## src/logic/exec_pkg.sv

```systemverilog
// Constants, enumerations and carrier types for the bit and load/store execution unit.
// Assumes a single core clock and an AHB-Lite master that issues single word transfers.
// Summary of operation
// (RQ1) Set I/O bit forces addressed bit to one, flags kept, two cycles.
// (RQ2) Clear I/O bit forces addressed bit to zero, flags kept, two cycles.
// (RQ3) Left shift moves bits up, zero into bit 0, updates Z C N V, one cycle.
// (RQ4) Right shift moves bits down, zero into bit 7, updates Z C N V.
// (RQ5) Rotate left takes old carry into bit 0, old bit 7 to carry.
// (RQ6) Rotate right takes old carry into bit 7, old bit 0 to carry.
// (RQ7) Arithmetic right shift copies each upper bit down, updates Z C N V, one cycle.
// (RQ8) Arithmetic right shift keeps bit 7 so the sign survives.
// (RQ9) Each flag has its own set and clear, touching only that flag, one cycle.
// (RQ10) Bit capture copies a register bit into T only, one cycle.
// (RQ11) Bit deposit writes T into a register bit, no flag change, one cycle.
// (RQ12) Indirect load reads at X, Y or Z, optional post-increment, two cycles.
// (RQ13) Pre-decrement load lowers the pointer first, then reads, two cycles.
// (RQ14) Offset load reads at Y or Z plus offset, pointer kept, two cycles.
// (RQ15) Direct load reads immediate address into a register, two cycles.
// (RQ16) Indirect store writes at X, Y or Z, optional post-increment, two cycles.
// (RQ17) Pre-decrement store lowers the pointer first, then writes, two cycles.
// (RQ18) Offset store writes at Y or Z plus offset, pointer kept, two cycles.
// (RQ19) Direct store writes a register to immediate address, two cycles.
// (RQ20) Program memory fetch reads byte at Z, optional increment, three cycles.
// (RQ21) Sleep issues in one cycle without flag change and signals sleep logic.
// (RQ22) Watchdog restart takes one cycle, no flag change, pulses watchdog.
// (RQ23) Break only signals debug logic and changes no flags.
package exec_pkg;
    // Register map, byte addresses.
    localparam logic [7:0] CMD_OFS = 8'h00;
    localparam logic [7:0] OPND_OFS = 8'h04;
    localparam logic [7:0] FLAGS_OFS = 8'h08;
    localparam logic [7:0] RESULT_OFS = 8'h0c;
    localparam logic [7:0] STATUS_OFS = 8'h10;
    localparam logic [7:0] PTRX_OFS = 8'h14;
    localparam logic [7:0] PTRY_OFS = 8'h18;
    localparam logic [7:0] PTRZ_OFS = 8'h1c;
    localparam logic [7:0] MEM_BASE_OFS = 8'h80;
    localparam int MEM_WORDS = 32;
    localparam int IO_WORDS = 8;
    // Flag positions in the status flags byte.
    localparam int FLAG_C = 0;
    localparam int FLAG_Z = 1;
    localparam int FLAG_N = 2;
    localparam int FLAG_V = 3;
    localparam int FLAG_S = 4;
    localparam int FLAG_H = 5;
    localparam int FLAG_T = 6;
    localparam int FLAG_I = 7;
    localparam logic [7:0] FLAGS_RESET = 8'h00;
    // Cycle counts.
    localparam logic [1:0] CYC_ONE = 2'h1;
    localparam logic [1:0] CYC_TWO = 2'h2;
    localparam logic [1:0] CYC_THREE = 2'h3;
    // Operation codes, field cmd[4:0].
    typedef enum logic [4:0] {
        OP_NOP = 5'b00000,
        OP_SET_IO_BIT = 5'b00001,
        OP_CLEAR_IO_BIT = 5'b00010,
        OP_LOGIC_LEFT_SHIFT = 5'b00011,
        OP_LOGIC_RIGHT_SHIFT = 5'b00100,
        OP_ROTATE_LEFT_CARRY = 5'b00101,
        OP_ROTATE_RIGHT_CARRY = 5'b00110,
        OP_ARITH_RIGHT_SHIFT = 5'b00111,
        OP_FLAG_SET = 5'b01000,
        OP_FLAG_CLEAR = 5'b01001,
        OP_FLAG_T_CAPTURE = 5'b01010,
        OP_FLAG_T_DEPOSIT = 5'b01011,
        OP_MEM_READ_INDIRECT = 5'b01100,
        OP_MEM_READ_OFFSET = 5'b01101,
        OP_MEM_READ_DIRECT = 5'b01110,
        OP_MEM_WRITE_INDIRECT = 5'b01111,
        OP_MEM_WRITE_OFFSET = 5'b10000,
        OP_MEM_WRITE_DIRECT = 5'b10001,
        OP_PROGRAM_MEMORY_FETCH = 5'b10010,
        OP_SLEEP = 5'b10011,
        OP_WATCHDOG_RESTART = 5'b10100,
        OP_BREAK = 5'b10101
    } op_e;
    // Pointer selection and indirect addressing mode.
    typedef enum logic [1:0] {
        PTR_X = 2'b00,
        PTR_Y = 2'b01,
        PTR_Z = 2'b10
    } ptr_e;
    typedef enum logic [1:0] {
        MODE_PLAIN = 2'b00,
        MODE_POST_INC = 2'b01,
        MODE_PRE_DEC = 2'b10
    } mode_e;
    // Command word: operation, bit index, pointer, mode, register operand, 8-bit field.
    typedef struct packed {
        logic [7:0] field;
        logic [7:0] operand;
        logic [1:0] mode;
        logic [1:0] ptr;
        logic [2:0] bit_sel;
        logic [4:0] op;
    } cmd_s;
    // Side effects that leave the unit.
    typedef struct packed {
        logic sleep;
        logic watchdog;
        logic brk;
    } event_s;
endpackage

```

## src/logic/cpu_bit_exec.sv

```systemverilog
// Bit, shift, flag, load/store and miscellaneous execution unit on AHB-Lite.
// Assumes one AHB-Lite master doing single word transfers; memories are local arrays.
//
// Chosen here: the AHB-Lite register port and the register offsets.
`timescale 1ns/1ps
module cpu_bit_exec (
    input wire logic hclk,
    input wire logic hresetn,
    input wire logic hsel,
    input wire logic [31:0] haddr,
    input wire logic [1:0] htrans,
    input wire logic hwrite,
    input wire logic [2:0] hsize,
    input wire logic hready,
    input wire logic [31:0] hwdata,
    output logic [31:0] hrdata,
    output logic hreadyout,
    output logic hresp,
    output exec_pkg::event_s events,
    input wire logic [7:0] prog_byte,
    output logic [15:0] prog_addr
);
    import exec_pkg::*;

    typedef enum logic [1:0] {
        ST_IDLE = 2'b00,
        ST_RUN = 2'b01
    } state_e;

    logic [7:0] data_mem [MEM_WORDS];
    logic [7:0] io_mem [IO_WORDS];
    cmd_s cmd_reg;
    logic [7:0] opnd_reg;
    logic [7:0] flags_reg;
    logic [7:0] result_reg;
    logic [15:0] ptr_reg [3];
    state_e state_reg;
    logic [1:0] count_reg;
    logic [1:0] count_next;
    event_s events_reg;
    logic ap_write_reg;
    logic ap_read_reg;
    logic [7:0] ap_addr_reg;
    logic [7:0] flags_next;
    logic [7:0] alu_out;
    logic [15:0] ptr_new;
    logic [15:0] mem_addr;

    // Address phase capture; every access is answered in one data phase cycle.
    wire ap_valid = hsel && hready && htrans[1];
    wire bus_cmd_wr = ap_write_reg && (ap_addr_reg == CMD_OFS) && (state_reg == ST_IDLE);
    wire busy = (state_reg == ST_RUN);
    wire op_e cur_op = op_e'(cmd_reg.op);
    wire [7:0] rd_val = opnd_reg;
    wire [2:0] bsel = cmd_reg.bit_sel;
    wire [1:0] psel = cmd_reg.ptr;
    wire [15:0] ptr_cur = ptr_reg[psel];
    wire ptr_ok = (psel != 2'b11);

    always_ff @(posedge hclk or negedge hresetn) begin
        if (!hresetn) begin
            ap_write_reg <= 1'b0;
            ap_read_reg <= 1'b0;
            ap_addr_reg <= 8'h00;
        end else begin
            ap_write_reg <= ap_valid && hwrite;
            ap_read_reg <= ap_valid && !hwrite;
            ap_addr_reg <= haddr[7:0];
        end
    end

    assign hreadyout = 1'b1;
    assign hresp = 1'b0;

    // Number of cycles each operation occupies.
    function automatic logic [1:0] op_cycles(input logic [4:0] op);
        case (op_e'(op))
            OP_SET_IO_BIT, OP_CLEAR_IO_BIT, OP_MEM_READ_INDIRECT, OP_MEM_READ_OFFSET,
            OP_MEM_READ_DIRECT, OP_MEM_WRITE_INDIRECT, OP_MEM_WRITE_OFFSET,
            OP_MEM_WRITE_DIRECT: op_cycles = CYC_TWO;
            OP_PROGRAM_MEMORY_FETCH: op_cycles = CYC_THREE;
            default: op_cycles = CYC_ONE;
        endcase
    endfunction

    // Sequencer: a command write starts a run of op_cycles cycles; the work lands in the last one.
    wire last_cycle = busy && (count_reg == CYC_ONE);
    wire [1:0] start_count = op_cycles(hwdata[4:0]);
    assign count_next = bus_cmd_wr ? start_count : (busy ? count_reg - CYC_ONE : count_reg);

    always_ff @(posedge hclk or negedge hresetn) begin
        if (!hresetn) begin
            state_reg <= ST_IDLE;
            count_reg <= 2'h0;
            cmd_reg <= '0;
        end else begin
            count_reg <= count_next;
            if (bus_cmd_wr) begin
                cmd_reg <= cmd_s'(hwdata[27:0]);
                state_reg <= ST_RUN;
            end else if (last_cycle) begin
                state_reg <= ST_IDLE;
            end
        end
    end

    // Pointer update and effective address; pre-decrement addresses the new value.
    assign ptr_new = (cmd_reg.mode == MODE_POST_INC) ? ptr_cur + 16'h0001 :
                     (cmd_reg.mode == MODE_PRE_DEC) ? ptr_cur - 16'h0001 : ptr_cur; // [RQ12] [RQ13]
    wire is_indirect = (cur_op == OP_MEM_READ_INDIRECT) || (cur_op == OP_MEM_WRITE_INDIRECT);
    wire is_offset = (cur_op == OP_MEM_READ_OFFSET) || (cur_op == OP_MEM_WRITE_OFFSET);
    wire is_direct = (cur_op == OP_MEM_READ_DIRECT) || (cur_op == OP_MEM_WRITE_DIRECT);
    assign mem_addr = is_offset ? ptr_cur + {8'h00, cmd_reg.field} :          // [RQ14] [RQ18]
                      is_direct ? {8'h00, cmd_reg.field} :                     // [RQ15] [RQ19]
                      (cmd_reg.mode == MODE_PRE_DEC) ? ptr_new : ptr_cur;      // [RQ13] [RQ17]
    wire [4:0] mem_idx = mem_addr[4:0];
    wire [2:0] io_idx = cmd_reg.field[2:0];
    wire is_load = (cur_op == OP_MEM_READ_INDIRECT) || (cur_op == OP_MEM_READ_OFFSET) ||
                   (cur_op == OP_MEM_READ_DIRECT);
    wire is_store = (cur_op == OP_MEM_WRITE_INDIRECT) || (cur_op == OP_MEM_WRITE_OFFSET) ||
                    (cur_op == OP_MEM_WRITE_DIRECT);
    wire ptr_upd = is_indirect && ptr_ok && (cmd_reg.mode != MODE_PLAIN);
    wire fetch_inc = (cur_op == OP_PROGRAM_MEMORY_FETCH) && (cmd_reg.mode == MODE_POST_INC);
    assign prog_addr = ptr_reg[PTR_Z]; // [RQ20]

    // Shift, rotate and bit results with their flags.
    always_comb begin
        alu_out = rd_val;
        flags_next = flags_reg;
        case (cur_op)
            OP_LOGIC_LEFT_SHIFT: begin
                alu_out = {rd_val[6:0], 1'b0}; // [RQ3]
                flags_next[FLAG_C] = rd_val[7];
            end
            OP_LOGIC_RIGHT_SHIFT: begin
                alu_out = {1'b0, rd_val[7:1]}; // [RQ4]
                flags_next[FLAG_C] = rd_val[0];
            end
            OP_ROTATE_LEFT_CARRY: begin
                alu_out = {rd_val[6:0], flags_reg[FLAG_C]}; // [RQ5]
                flags_next[FLAG_C] = rd_val[7];
            end
            OP_ROTATE_RIGHT_CARRY: begin
                alu_out = {flags_reg[FLAG_C], rd_val[7:1]}; // [RQ6]
                flags_next[FLAG_C] = rd_val[0];
            end
            OP_ARITH_RIGHT_SHIFT: begin
                alu_out = {rd_val[7], rd_val[7:1]}; // [RQ7] [RQ8]
                flags_next[FLAG_C] = rd_val[0];
            end
            OP_FLAG_SET: flags_next[bsel] = 1'b1; // [RQ9]
            OP_FLAG_CLEAR: flags_next[bsel] = 1'b0; // [RQ9]
            OP_FLAG_T_CAPTURE: flags_next[FLAG_T] = rd_val[bsel]; // [RQ10]
            OP_FLAG_T_DEPOSIT: alu_out[bsel] = flags_reg[FLAG_T]; // [RQ11]
            default: alu_out = rd_val;
        endcase
        if (cur_op inside {OP_LOGIC_LEFT_SHIFT, OP_LOGIC_RIGHT_SHIFT, OP_ROTATE_LEFT_CARRY,
                           OP_ROTATE_RIGHT_CARRY, OP_ARITH_RIGHT_SHIFT}) begin
            flags_next[FLAG_Z] = (alu_out == 8'h00); // [RQ3] [RQ4] [RQ5] [RQ6] [RQ7]
            flags_next[FLAG_N] = alu_out[7];
            flags_next[FLAG_V] = alu_out[7] ^ flags_next[FLAG_C];
        end
    end

    // Result, flags and pointers land in the last cycle of a run.
    always_ff @(posedge hclk or negedge hresetn) begin
        if (!hresetn) begin
            flags_reg <= FLAGS_RESET;
            result_reg <= 8'h00;
            opnd_reg <= 8'h00;
            ptr_reg <= '{16'h0000, 16'h0000, 16'h0000};
        end else begin
            if (ap_write_reg && (ap_addr_reg == OPND_OFS) && !busy) begin
                opnd_reg <= hwdata[7:0];
            end
            if (ap_write_reg && (ap_addr_reg == FLAGS_OFS) && !busy) begin
                flags_reg <= hwdata[7:0];
            end else if (last_cycle) begin
                flags_reg <= flags_next;
            end
            if (last_cycle) begin
                if (is_load) begin
                    result_reg <= data_mem[mem_idx]; // [RQ12] [RQ14] [RQ15]
                end else if (cur_op == OP_PROGRAM_MEMORY_FETCH) begin
                    result_reg <= prog_byte; // [RQ20]
                end else if (cur_op != OP_SET_IO_BIT && cur_op != OP_CLEAR_IO_BIT && !is_store) begin
                    result_reg <= alu_out;
                end
            end
            for (int p = 0; p < 3; p++) begin
                if (ap_write_reg && (ap_addr_reg == PTRX_OFS + 8'(4 * p)) && !busy) begin
                    ptr_reg[p] <= hwdata[15:0];
                end else if (last_cycle && ptr_upd && (psel == 2'(p))) begin
                    ptr_reg[p] <= ptr_new; // [RQ12] [RQ13] [RQ16] [RQ17]
                end else if (last_cycle && fetch_inc && (p == 2)) begin
                    ptr_reg[p] <= ptr_reg[p] + 16'h0001; // [RQ20]
                end
            end
        end
    end

    // Data memory and I/O space; stores and I/O bit changes occur in the last cycle.
    wire bus_mem_wr = ap_write_reg && (ap_addr_reg >= MEM_BASE_OFS) && !busy;
    always_ff @(posedge hclk) begin
        if (last_cycle && is_store) begin
            data_mem[mem_idx] <= opnd_reg; // [RQ16] [RQ17] [RQ18] [RQ19]
        end else if (bus_mem_wr) begin
            data_mem[ap_addr_reg[6:2]] <= hwdata[7:0];
        end
        if (last_cycle && cur_op == OP_SET_IO_BIT) begin
            io_mem[io_idx][bsel] <= 1'b1; // [RQ1]
        end else if (last_cycle && cur_op == OP_CLEAR_IO_BIT) begin
            io_mem[io_idx][bsel] <= 1'b0; // [RQ2]
        end else if (bus_mem_wr && ap_addr_reg[6:5] == 2'b11) begin
            io_mem[ap_addr_reg[4:2]] <= hwdata[15:8];
        end
    end

    // One-cycle pulses for sleep, watchdog and break.
    always_ff @(posedge hclk or negedge hresetn) begin
        if (!hresetn) begin
            events_reg <= '0;
        end else begin
            events_reg.sleep <= last_cycle && (cur_op == OP_SLEEP); // [RQ21]
            events_reg.watchdog <= last_cycle && (cur_op == OP_WATCHDOG_RESTART); // [RQ22]
            events_reg.brk <= last_cycle && (cur_op == OP_BREAK); // [RQ23]
        end
    end
    assign events = events_reg;

    // Read data mux: registers, then the memory window.
    wire [31:0] status_word = {28'h0000000, count_reg, 1'b0, busy};
    wire [31:0] mem_word = {16'h0000, io_mem[ap_addr_reg[4:2]], data_mem[ap_addr_reg[6:2]]};
    wire [31:0] reg_word = (ap_addr_reg == CMD_OFS) ? 32'(cmd_reg) :
                           (ap_addr_reg == OPND_OFS) ? {24'h000000, opnd_reg} :
                           (ap_addr_reg == FLAGS_OFS) ? {24'h000000, flags_reg} :
                           (ap_addr_reg == RESULT_OFS) ? {24'h000000, result_reg} :
                           (ap_addr_reg == STATUS_OFS) ? status_word :
                           (ap_addr_reg == PTRX_OFS) ? {16'h0000, ptr_reg[0]} :
                           (ap_addr_reg == PTRY_OFS) ? {16'h0000, ptr_reg[1]} :
                           (ap_addr_reg == PTRZ_OFS) ? {16'h0000, ptr_reg[2]} : 32'h00000000;
    assign hrdata = !ap_read_reg ? 32'h00000000 :
                    (ap_addr_reg >= MEM_BASE_OFS) ? mem_word : reg_word;
endmodule

```

## config.mk

```make
export PLATFORM = sky130hd
export DESIGN_NAME = cpu_bit_exec
export DESIGN_NICKNAME = d
export VERILOG_FILES = /design/src/logic/exec_pkg.sv /design/src/logic/cpu_bit_exec.sv
export SDC_FILE = /design/constraint.sdc
export NUM_CORES = 1
export LEC_CHECK = 0
export BUFFER_PORTS_ARGS = -buffer_cell sky130_fd_sc_hd__buf_4
export CAP_MARGIN = 20
export CORE_MARGIN = 2
export CORE_UTILIZATION = 55
export CTS_CLUSTER_DIAMETER = 120
export CTS_CLUSTER_SIZE = 10
export DETAILED_ROUTE_END_ITERATION = 6
export PLACE_DENSITY = 0.79
export SLEW_MARGIN = 10
export SYNTH_ARGS = -nofsm -noshare
export SYNTH_HDL_FRONTEND = slang
export SYNTH_SLANG_ARGS = --single-unit
```

## constraint.sdc

```tcl
create_clock -name hclk -period 5.2 [get_ports hclk]
set_input_delay 0.78 -clock hclk [delete_from_list [all_inputs] [get_ports hclk]]
set_output_delay 0.78 -clock hclk [all_outputs]
set_load 0.01 [all_outputs]
```

== After elaboration in Yosys (flattened, before gate mapping) ==
Memories as Yosys holds them, arrays and structs flattened.
Index checks and enable logic that the tools add are counted.

* Flip-flop bits (word level): 117
* Bits in writable memories: 320
* Memory bits (read-only): 64
* Bits of input ports: 82
* Output and inout port bits: 53
* Word-level logic and storage cells: 230
* Memories: 3

{| class="wikitable"
|+ Memories
! memory !! words !! bits a word !! read ports !! clocked after memory_dff !! write ports !! line !! text
|-
| data_mem || 32 || 8 || 2 || 0 || 1 || cpu_bit_exec.sv:30 || <nowiki>logic [7:0] data_mem [MEM_WORDS];</nowiki>
|-
| (name not given) || 32 || 2 || 1 || 0 || 0 || cpu_bit_exec.sv:77 || <nowiki>case (op_e'(op))</nowiki>
|-
| io_mem || 8 || 8 || 1 || 0 || 1 || cpu_bit_exec.sv:31 || <nowiki>logic [7:0] io_mem [IO_WORDS];</nowiki>
|}

* Add/subtract/negate cells: 5
* Order comparisons: 4
* Equality and inequality tests: 38
* Multiplexer cells: 73
* Bitwise logic cells: 13
* Reductions and logical operators: 71

{| class="wikitable"
|+ Operators by type and width
! operator !! count
|-
| 16-bit two-way mux || 18
|-
| 28-bit two-way mux || 3
|-
| 8-bit two-way mux || 10
|-
| 8-bit one-hot mux with 6 select lines || 1
|-
| 5-bit by 4-bit equality test with 1-bit output (second input constant) || 8
|-
| 1-bit logical AND || 37
|-
| 16-bit by 1-bit adder with 16-bit output (second input constant) || 2
|-
| 16-bit binary-select mux with 2-bit select || 1
|-
| 8-bit by 5-bit equality test with 1-bit output (second input constant) || 4
|-
| 5-bit equality test (second input constant) || 6
|-
| 1-bit two-way mux || 23
|-
| 5-bit by 3-bit equality test with 1-bit output (second input constant) || 4
|-
| 5-bit two-way mux || 4
|-
| 8-bit by 4-bit equality test with 1-bit output (second input constant) || 2
|-
| 8-bit logical NOT || 2
|-
| 8-bit OR reduction || 2
|-
| 16-bit by 1-bit subtractor with 16-bit output (second input constant) || 1
|-
| 2-bit nonzero test || 6
|-
| 5-bit by 2-bit equality test with 1-bit output (second input constant) || 2
|-
| 5-bit one-hot mux with 2 select lines || 1
|-
| 3-bit nonzero test || 3
|-
| 8-bit bitwise AND || 1
|-
| 8-bit bitwise mux || 1
|-
| 2-bit by 1-bit equality test with 1-bit output (second input constant) || 4
|-
| 32 further kinds || 58
|}

== Depth between registers and ports, before layout ==
An unclocked memory read counts as a cell.

* Depth in word-level cells: 12
* Mapped depth: 17
* Depth with buffers taken out: 13

== Least setup slack after synthesis ==
No wires, ideal clock.

* Path kind: reg2reg
* From: register cmd_reg, in the netlist psel[1]
* To: memory data_mem[5][0] (enable)
* Setup time: 0.370 ns
* Arrival time: 3.526 ns
* Path slack: 1.304 ns
* Stages on the path, launching flop included: 17
* Buffers on the path: 3
* Period minus slack after synthesis: 3.896 ns
* Cells stage by stage: dfrtp_1 > nor2b_1 > buf_4 > o2bb2ai_4 > ha_1 > fa_1 > a21o_1 > a21oi_1 > xor2_1 > xnor2_1 > a221oi_2 > buf_4 > buf_2 > nand3_1 > o31ai_1 > nand2_1 > nor2_1

* Word-level cells in the longest chain between the ends: 11
* Elaborated cells on any way between the ends: 13
* Those cells by class: add/sub: 3; mux: 9; bitwise: 1

{| class="wikitable"
|+ RTL lines
! what !! line !! text
|-
| start: declaration || cpu_bit_exec.sv:32 || <nowiki>cmd_s cmd_reg;</nowiki>
|-
| start signal: assignment || cpu_bit_exec.sv:99 || <nowiki>cmd_reg <= cmd_s'(hwdata[27:0]);</nowiki>
|-
| 2-bit NOT with 3-bit output (implied by the code) (*) || cpu_bit_exec.sv:57 || <nowiki>wire [15:0] ptr_cur = ptr_reg[psel];</nowiki>
|-
| 16-bit binary-select mux with 2-bit select (*) || cpu_bit_exec.sv:57 ||
|-
| 16-bit two-way mux (implied by the code) (*) (2 in series) || cpu_bit_exec.sv:57 ||
|-
| 16-bit by 1-bit subtractor with 16-bit output || cpu_bit_exec.sv:109 || <nowiki>(cmd_reg.mode == MODE_PRE_DEC) ? ptr_cur - 16'h0001 : ptr_cur;</nowiki>
|-
| 16-bit two-way mux || cpu_bit_exec.sv:109 ||
|-
| 16-bit two-way mux || cpu_bit_exec.sv:108 || <nowiki>assign ptr_new = (cmd_reg.mode == MODE_POST_INC) ? ptr_cur + 16'h0001 :</nowiki>
|-
| 5-bit two-way mux || cpu_bit_exec.sv:115 || <nowiki>(cmd_reg.mode == MODE_PRE_DEC) ? ptr_new : ptr_cur;</nowiki>
|-
| 5-bit two-way mux || cpu_bit_exec.sv:114 || <nowiki>is_direct ? {8'h00, cmd_reg.field} :</nowiki>
|-
| 5-bit two-way mux (*) || cpu_bit_exec.sv:113 || <nowiki>assign mem_addr = is_offset ? ptr_cur + {8'h00, cmd_reg.field} :</nowiki>
|-
| 5-bit two-way mux (no line) (*) || n/a ||
|-
| end: declaration || cpu_bit_exec.sv:30 ||
|}

Mark *: on every way between the ends. The rest lies on a longest branch, timed or not. The select of a mux whose other input is x is not followed.

== Worst setup path after layout ==
* From: register ap_addr_reg[6]
* To: output hrdata[0]

* Word-level cells in the longest chain between the ends: 11
* Elaborated cells on any way between the ends: 20
* Those cells by class: order compare: 1; eq/ne: 7; mux: 10; reduce/logical: 1; memory: 1

{| class="wikitable"
|+ RTL lines
! what !! line !! text
|-
| start: declaration || cpu_bit_exec.sv:43 || <nowiki>logic [7:0] ap_addr_reg;</nowiki>
|-
| start signal: assignment || cpu_bit_exec.sv:68 || <nowiki>ap_addr_reg <= haddr[7:0];</nowiki>
|-
| 8-bit by 5-bit equality test with 1-bit output || cpu_bit_exec.sv:241 || <nowiki>(ap_addr_reg == PTRZ_OFS) ? {16'h0000, ptr_reg[2]} : 32'h00000000;</nowiki>
|-
| 16-bit two-way mux || cpu_bit_exec.sv:241 ||
|-
| 16-bit two-way mux || cpu_bit_exec.sv:240 || <nowiki>(ap_addr_reg == PTRY_OFS) ? {16'h0000, ptr_reg[1]} :</nowiki>
|-
| 16-bit two-way mux || cpu_bit_exec.sv:239 || <nowiki>(ap_addr_reg == PTRX_OFS) ? {16'h0000, ptr_reg[0]} :</nowiki>
|-
| 16-bit two-way mux || cpu_bit_exec.sv:238 || <nowiki>(ap_addr_reg == STATUS_OFS) ? status_word :</nowiki>
|-
| 16-bit two-way mux || cpu_bit_exec.sv:237 || <nowiki>(ap_addr_reg == RESULT_OFS) ? {24'h000000, result_reg} :</nowiki>
|-
| 16-bit two-way mux || cpu_bit_exec.sv:236 || <nowiki>(ap_addr_reg == FLAGS_OFS) ? {24'h000000, flags_reg} :</nowiki>
|-
| 16-bit two-way mux || cpu_bit_exec.sv:235 || <nowiki>(ap_addr_reg == OPND_OFS) ? {24'h000000, opnd_reg} :</nowiki>
|-
| 28-bit two-way mux || cpu_bit_exec.sv:234 || <nowiki>wire [31:0] reg_word = (ap_addr_reg == CMD_OFS) ? 32'(cmd_reg) :</nowiki>
|-
| 28-bit two-way mux (*) || cpu_bit_exec.sv:243 || <nowiki>(ap_addr_reg >= MEM_BASE_OFS) ? mem_word : reg_word;</nowiki>
|-
| 28-bit two-way mux (*) || cpu_bit_exec.sv:242 || <nowiki>assign hrdata = !ap_read_reg ? 32'h00000000 :</nowiki>
|-
| end: declaration || cpu_bit_exec.sv:16 || <nowiki>output logic [31:0] hrdata,</nowiki>
|}

Mark *: on every way between the ends. The rest lies on a longest branch, timed or not.

==> results.md <==
* Status: complete, but fails checks
* Failing checks: design-rule violations
* Synth warn at 0
* Routing usage on met1 at 0.435
* Port bufs at 96
* Slew @ Worst Pin at about 1200 ps
* WHS at approximately 260 ps
* Period utilisation layout at 0.955
* Total power at 8.05 mW
* Critical path data arrival time at approximately 4200 ps
* Post-CTS Setup Bufs at 0
* Clk_skew at between 20 and 25 ps
* Setup TNS at 0 ps
* Min cycle time layout at around 5000 ps
* Ys flop type: edfxtp_1
* Largest register FFs at 256
* Max-slew headroom at 0.169
* Post-synth EDFFs at 320
* Post-synth ARST share at 0.266
* Max-cap check violation count at 0
* Initial antenna violation count at 1
* Worst-case clock buffer depth at 3
* Global Route Usage Sum at 0.330
* CTS clock-pin slew for the worst setup and hold paths at approximately 60 ps
* Final Setup Violations at 0
* Cell Area, Synth at 23600 um2
* Routed length per instance at approximately 28 um
* Share of post-route cells with drive strength above 1 at 0.205
* Syn avg cell area at 11.8 um2
* Critical path, cell by cell: or4_1 -> nor2_1 -> nand2_1 -> nor2_1 -> a222oi_1 -> mux2i_1 -> a21oi_1 -> a21o_1 -> a21oi_1 -> buf_4
* Top-area cell type share of the netlist area at 0.407
* Die Area at about 45000 um2
* Layout Area Growth over Synthesis at 12.0%
* CTS resizes at 0
* Main area contributors after synthesis: edfxtp_1 (41%), dfrtp_1 (12%), mux4_2 (9.1%)
* Pre-antenna DRT Iters at 7
* Critical Path Fanout Max at 14
* Die width at 211 um
* DP Worst Slack at just under 700 ps
* Routed WL at roughly 73000 um
* Power per cell area at ~300 nW/um2
* Post-DRT Antenna Nets at 0
* GRT Max-Usage Layer: met2
* R2R Setup Slk at between 400 and 500 ps
* Final Hold Viols at 0
* First-pass GRT wire length at 110000 um
* Pin count of the biggest net entering global routing at between 80 and 90
* Clk_lat worst skew at roughly 600 ps
* CTS Buf Count at 49
* Crit-path max cell delay at 660 ps
* VDD IR-drop max at 300 uV
* Clock root cell: clkbuf_16
* ANT cells at 0
* DR iter-0 viols at 2918
* Vias in the first global route at between 15000 and 20000
* CTS tree: done
* Worst Path Required at between 4000 and 5000 ps
* Crit start category: register
* PnR worst setup slack at between 200 and 250 ps
* Final nets at about 2200
* Vias post-DR at 18300
* Top cell type by total area after synthesis: edfxtp_1
* I/O Pins at between 100 and 150
* Placer Congestion at between 1 and 1.5
* #FFs+latches synth at between 400 and 500
* Row count at 75
* Vias per inst at approximately 6.9
* FMAX at between 200 and 250 MHz
* RSZ-0062 raised after global routing: false
* HPWL after detailed placement at 49700 um
* Core box area at between 40000 and 50000 um2
* Max Slew Vio Count at 0
* DRC at 4
* CP endpoint kind: output pin
* Met2 Resource Use GR at 0.523
* H-tree depth at 2
* HP Class: in -> async
* Worst path slowest cell: dfrtp_1
* Die Y at approximately 210 um
* Crit Path Category: reg -> out
* Cts hold-fix bufs at 0
* GRT overflow at 0
* Leak at 9.46 nW
* Clk sink count at 436
* Sequential cell area fraction in the yosys report at 0.529
* Post-Syn Instances at about 2000
* Initial Utilization at 0.560
* Met3 GRT Util at 0.0718
* Distinct cell type count after synthesis at 96
through the flow:
stage / cell area, um2 / cells / util
after global routing: 26500 / 2648 / 0.627
after CTS: 26400 / 2643 / 0.625
final: 26500 / 2648 / 0.627
after detailed placement: 24900 / 2558 / 0.591
after global placement: 24900 / 2556 / 0.590
after floorplan: 23700 / 2000 / -
routing by layer:
layer  routed length [um]  vias to the layer above
li1                     -                     7783
met1                26100                     8976
met2                33900                     1329
met3                 8810                      258
met4                 4230                        2
met5                   13                        -
cell families after synthesis:
logic type               after synthesis  share of synthesized area
adder cells (fa/ha/maj)               10                    0.00561
flip-flops                           436                      0.529
multiplexers                         249                      0.159
AO/OA/AOI/OAI                        407                      0.124
buffers and inverters                173                     0.0374
XOR/XNOR                              30                     0.0111
AND/OR/NAND/NOR                      689                      0.133
other                                  2                   0.000318
critical path, delay by kind of cell (launching register included):
kind                   cells  cell delay, ps
AND/OR/NAND/NOR            4            1560
buffers and inverters      1             200
AO/OA/AOI/OAI              4             940
flip-flops                 1             660
multiplexers               1             230
cell type report:
class | count | area (um2)
Clock inverter | 3 | 68.8
Sequential cell | 436 | 12500
Timing Repair Buffer | 183 | 1510
Multi-Input combinational cell | 1391 | 10300
Fill cell | 3160 | 15800
Clock buffer | 82 | 1370
Tap cell | 539 | 674
Inverter | 14 | 52.6
final timing paths:
kind	endpoint	cells after the start	from
worst max-delay path	hrdata[0]	10	ap_addr_reg[6]
worst min-delay path	prog_addr[2]	1	hresetn
worst max register to register	data_mem[0][1]	11	psel[0]
worst min register to register	cmd_reg[27]	1	cmd_reg[27]
max in group asynchronous	ap_addr_reg[3]	2	hresetn
min in group hclk	ap_addr_reg[3]	1	haddr[3]
Yosys cell counts, types with 20 or more instances:
| cell | count |
|---|---|
| edfxtp_1 | 320 |
| mux2_2 | 59 |
| o21ai_0 | 71 |
| buf_4 | 38 |
| nor2_1 | 182 |
| nor3_1 | 27 |
| a31oi_1 | 20 |
| mux2i_1 | 92 |
| clkbuf_1 | 64 |
| nand3_1 | 87 |
| dfrtp_1 | 116 |
| nand2_1 | 271 |
| a22oi_1 | 65 |
| and2_1 | 22 |
| a221oi_1 | 22 |
| mux4_2 | 96 |
| buf_2 | 43 |
| a21oi_1 | 74 |
power by group:
part | switching [mW] | leakage, nW | internal (mW)
registers | 0.0641 | 4.04 | 3.74
logic | 0.638 | 4.74 | 0.370
clock network | 1.40 | 0.684 | 1.84
total | 2.11 | 9.46 | 5.95
cell usage in the layout (no fill, tap or decap), drive strengths merged, types with 13 or more instances in the layout:
cell    count
mux2       61
xor2       13
and3       18
a211oi     13
edfxtp    320
a21oi      74
o31ai      13
inv        15
buf       183
nor3       28
and2       22
nand2     272
nand3      87
a31oi      20
clkbuf     82
dfrtp     116
mux4       96
o21ai      76
a221oi     27
a22oi      66
mux2i      92
nor2      187
xnor2      17
Note: power is estimated with default switching activity, not from simulation.
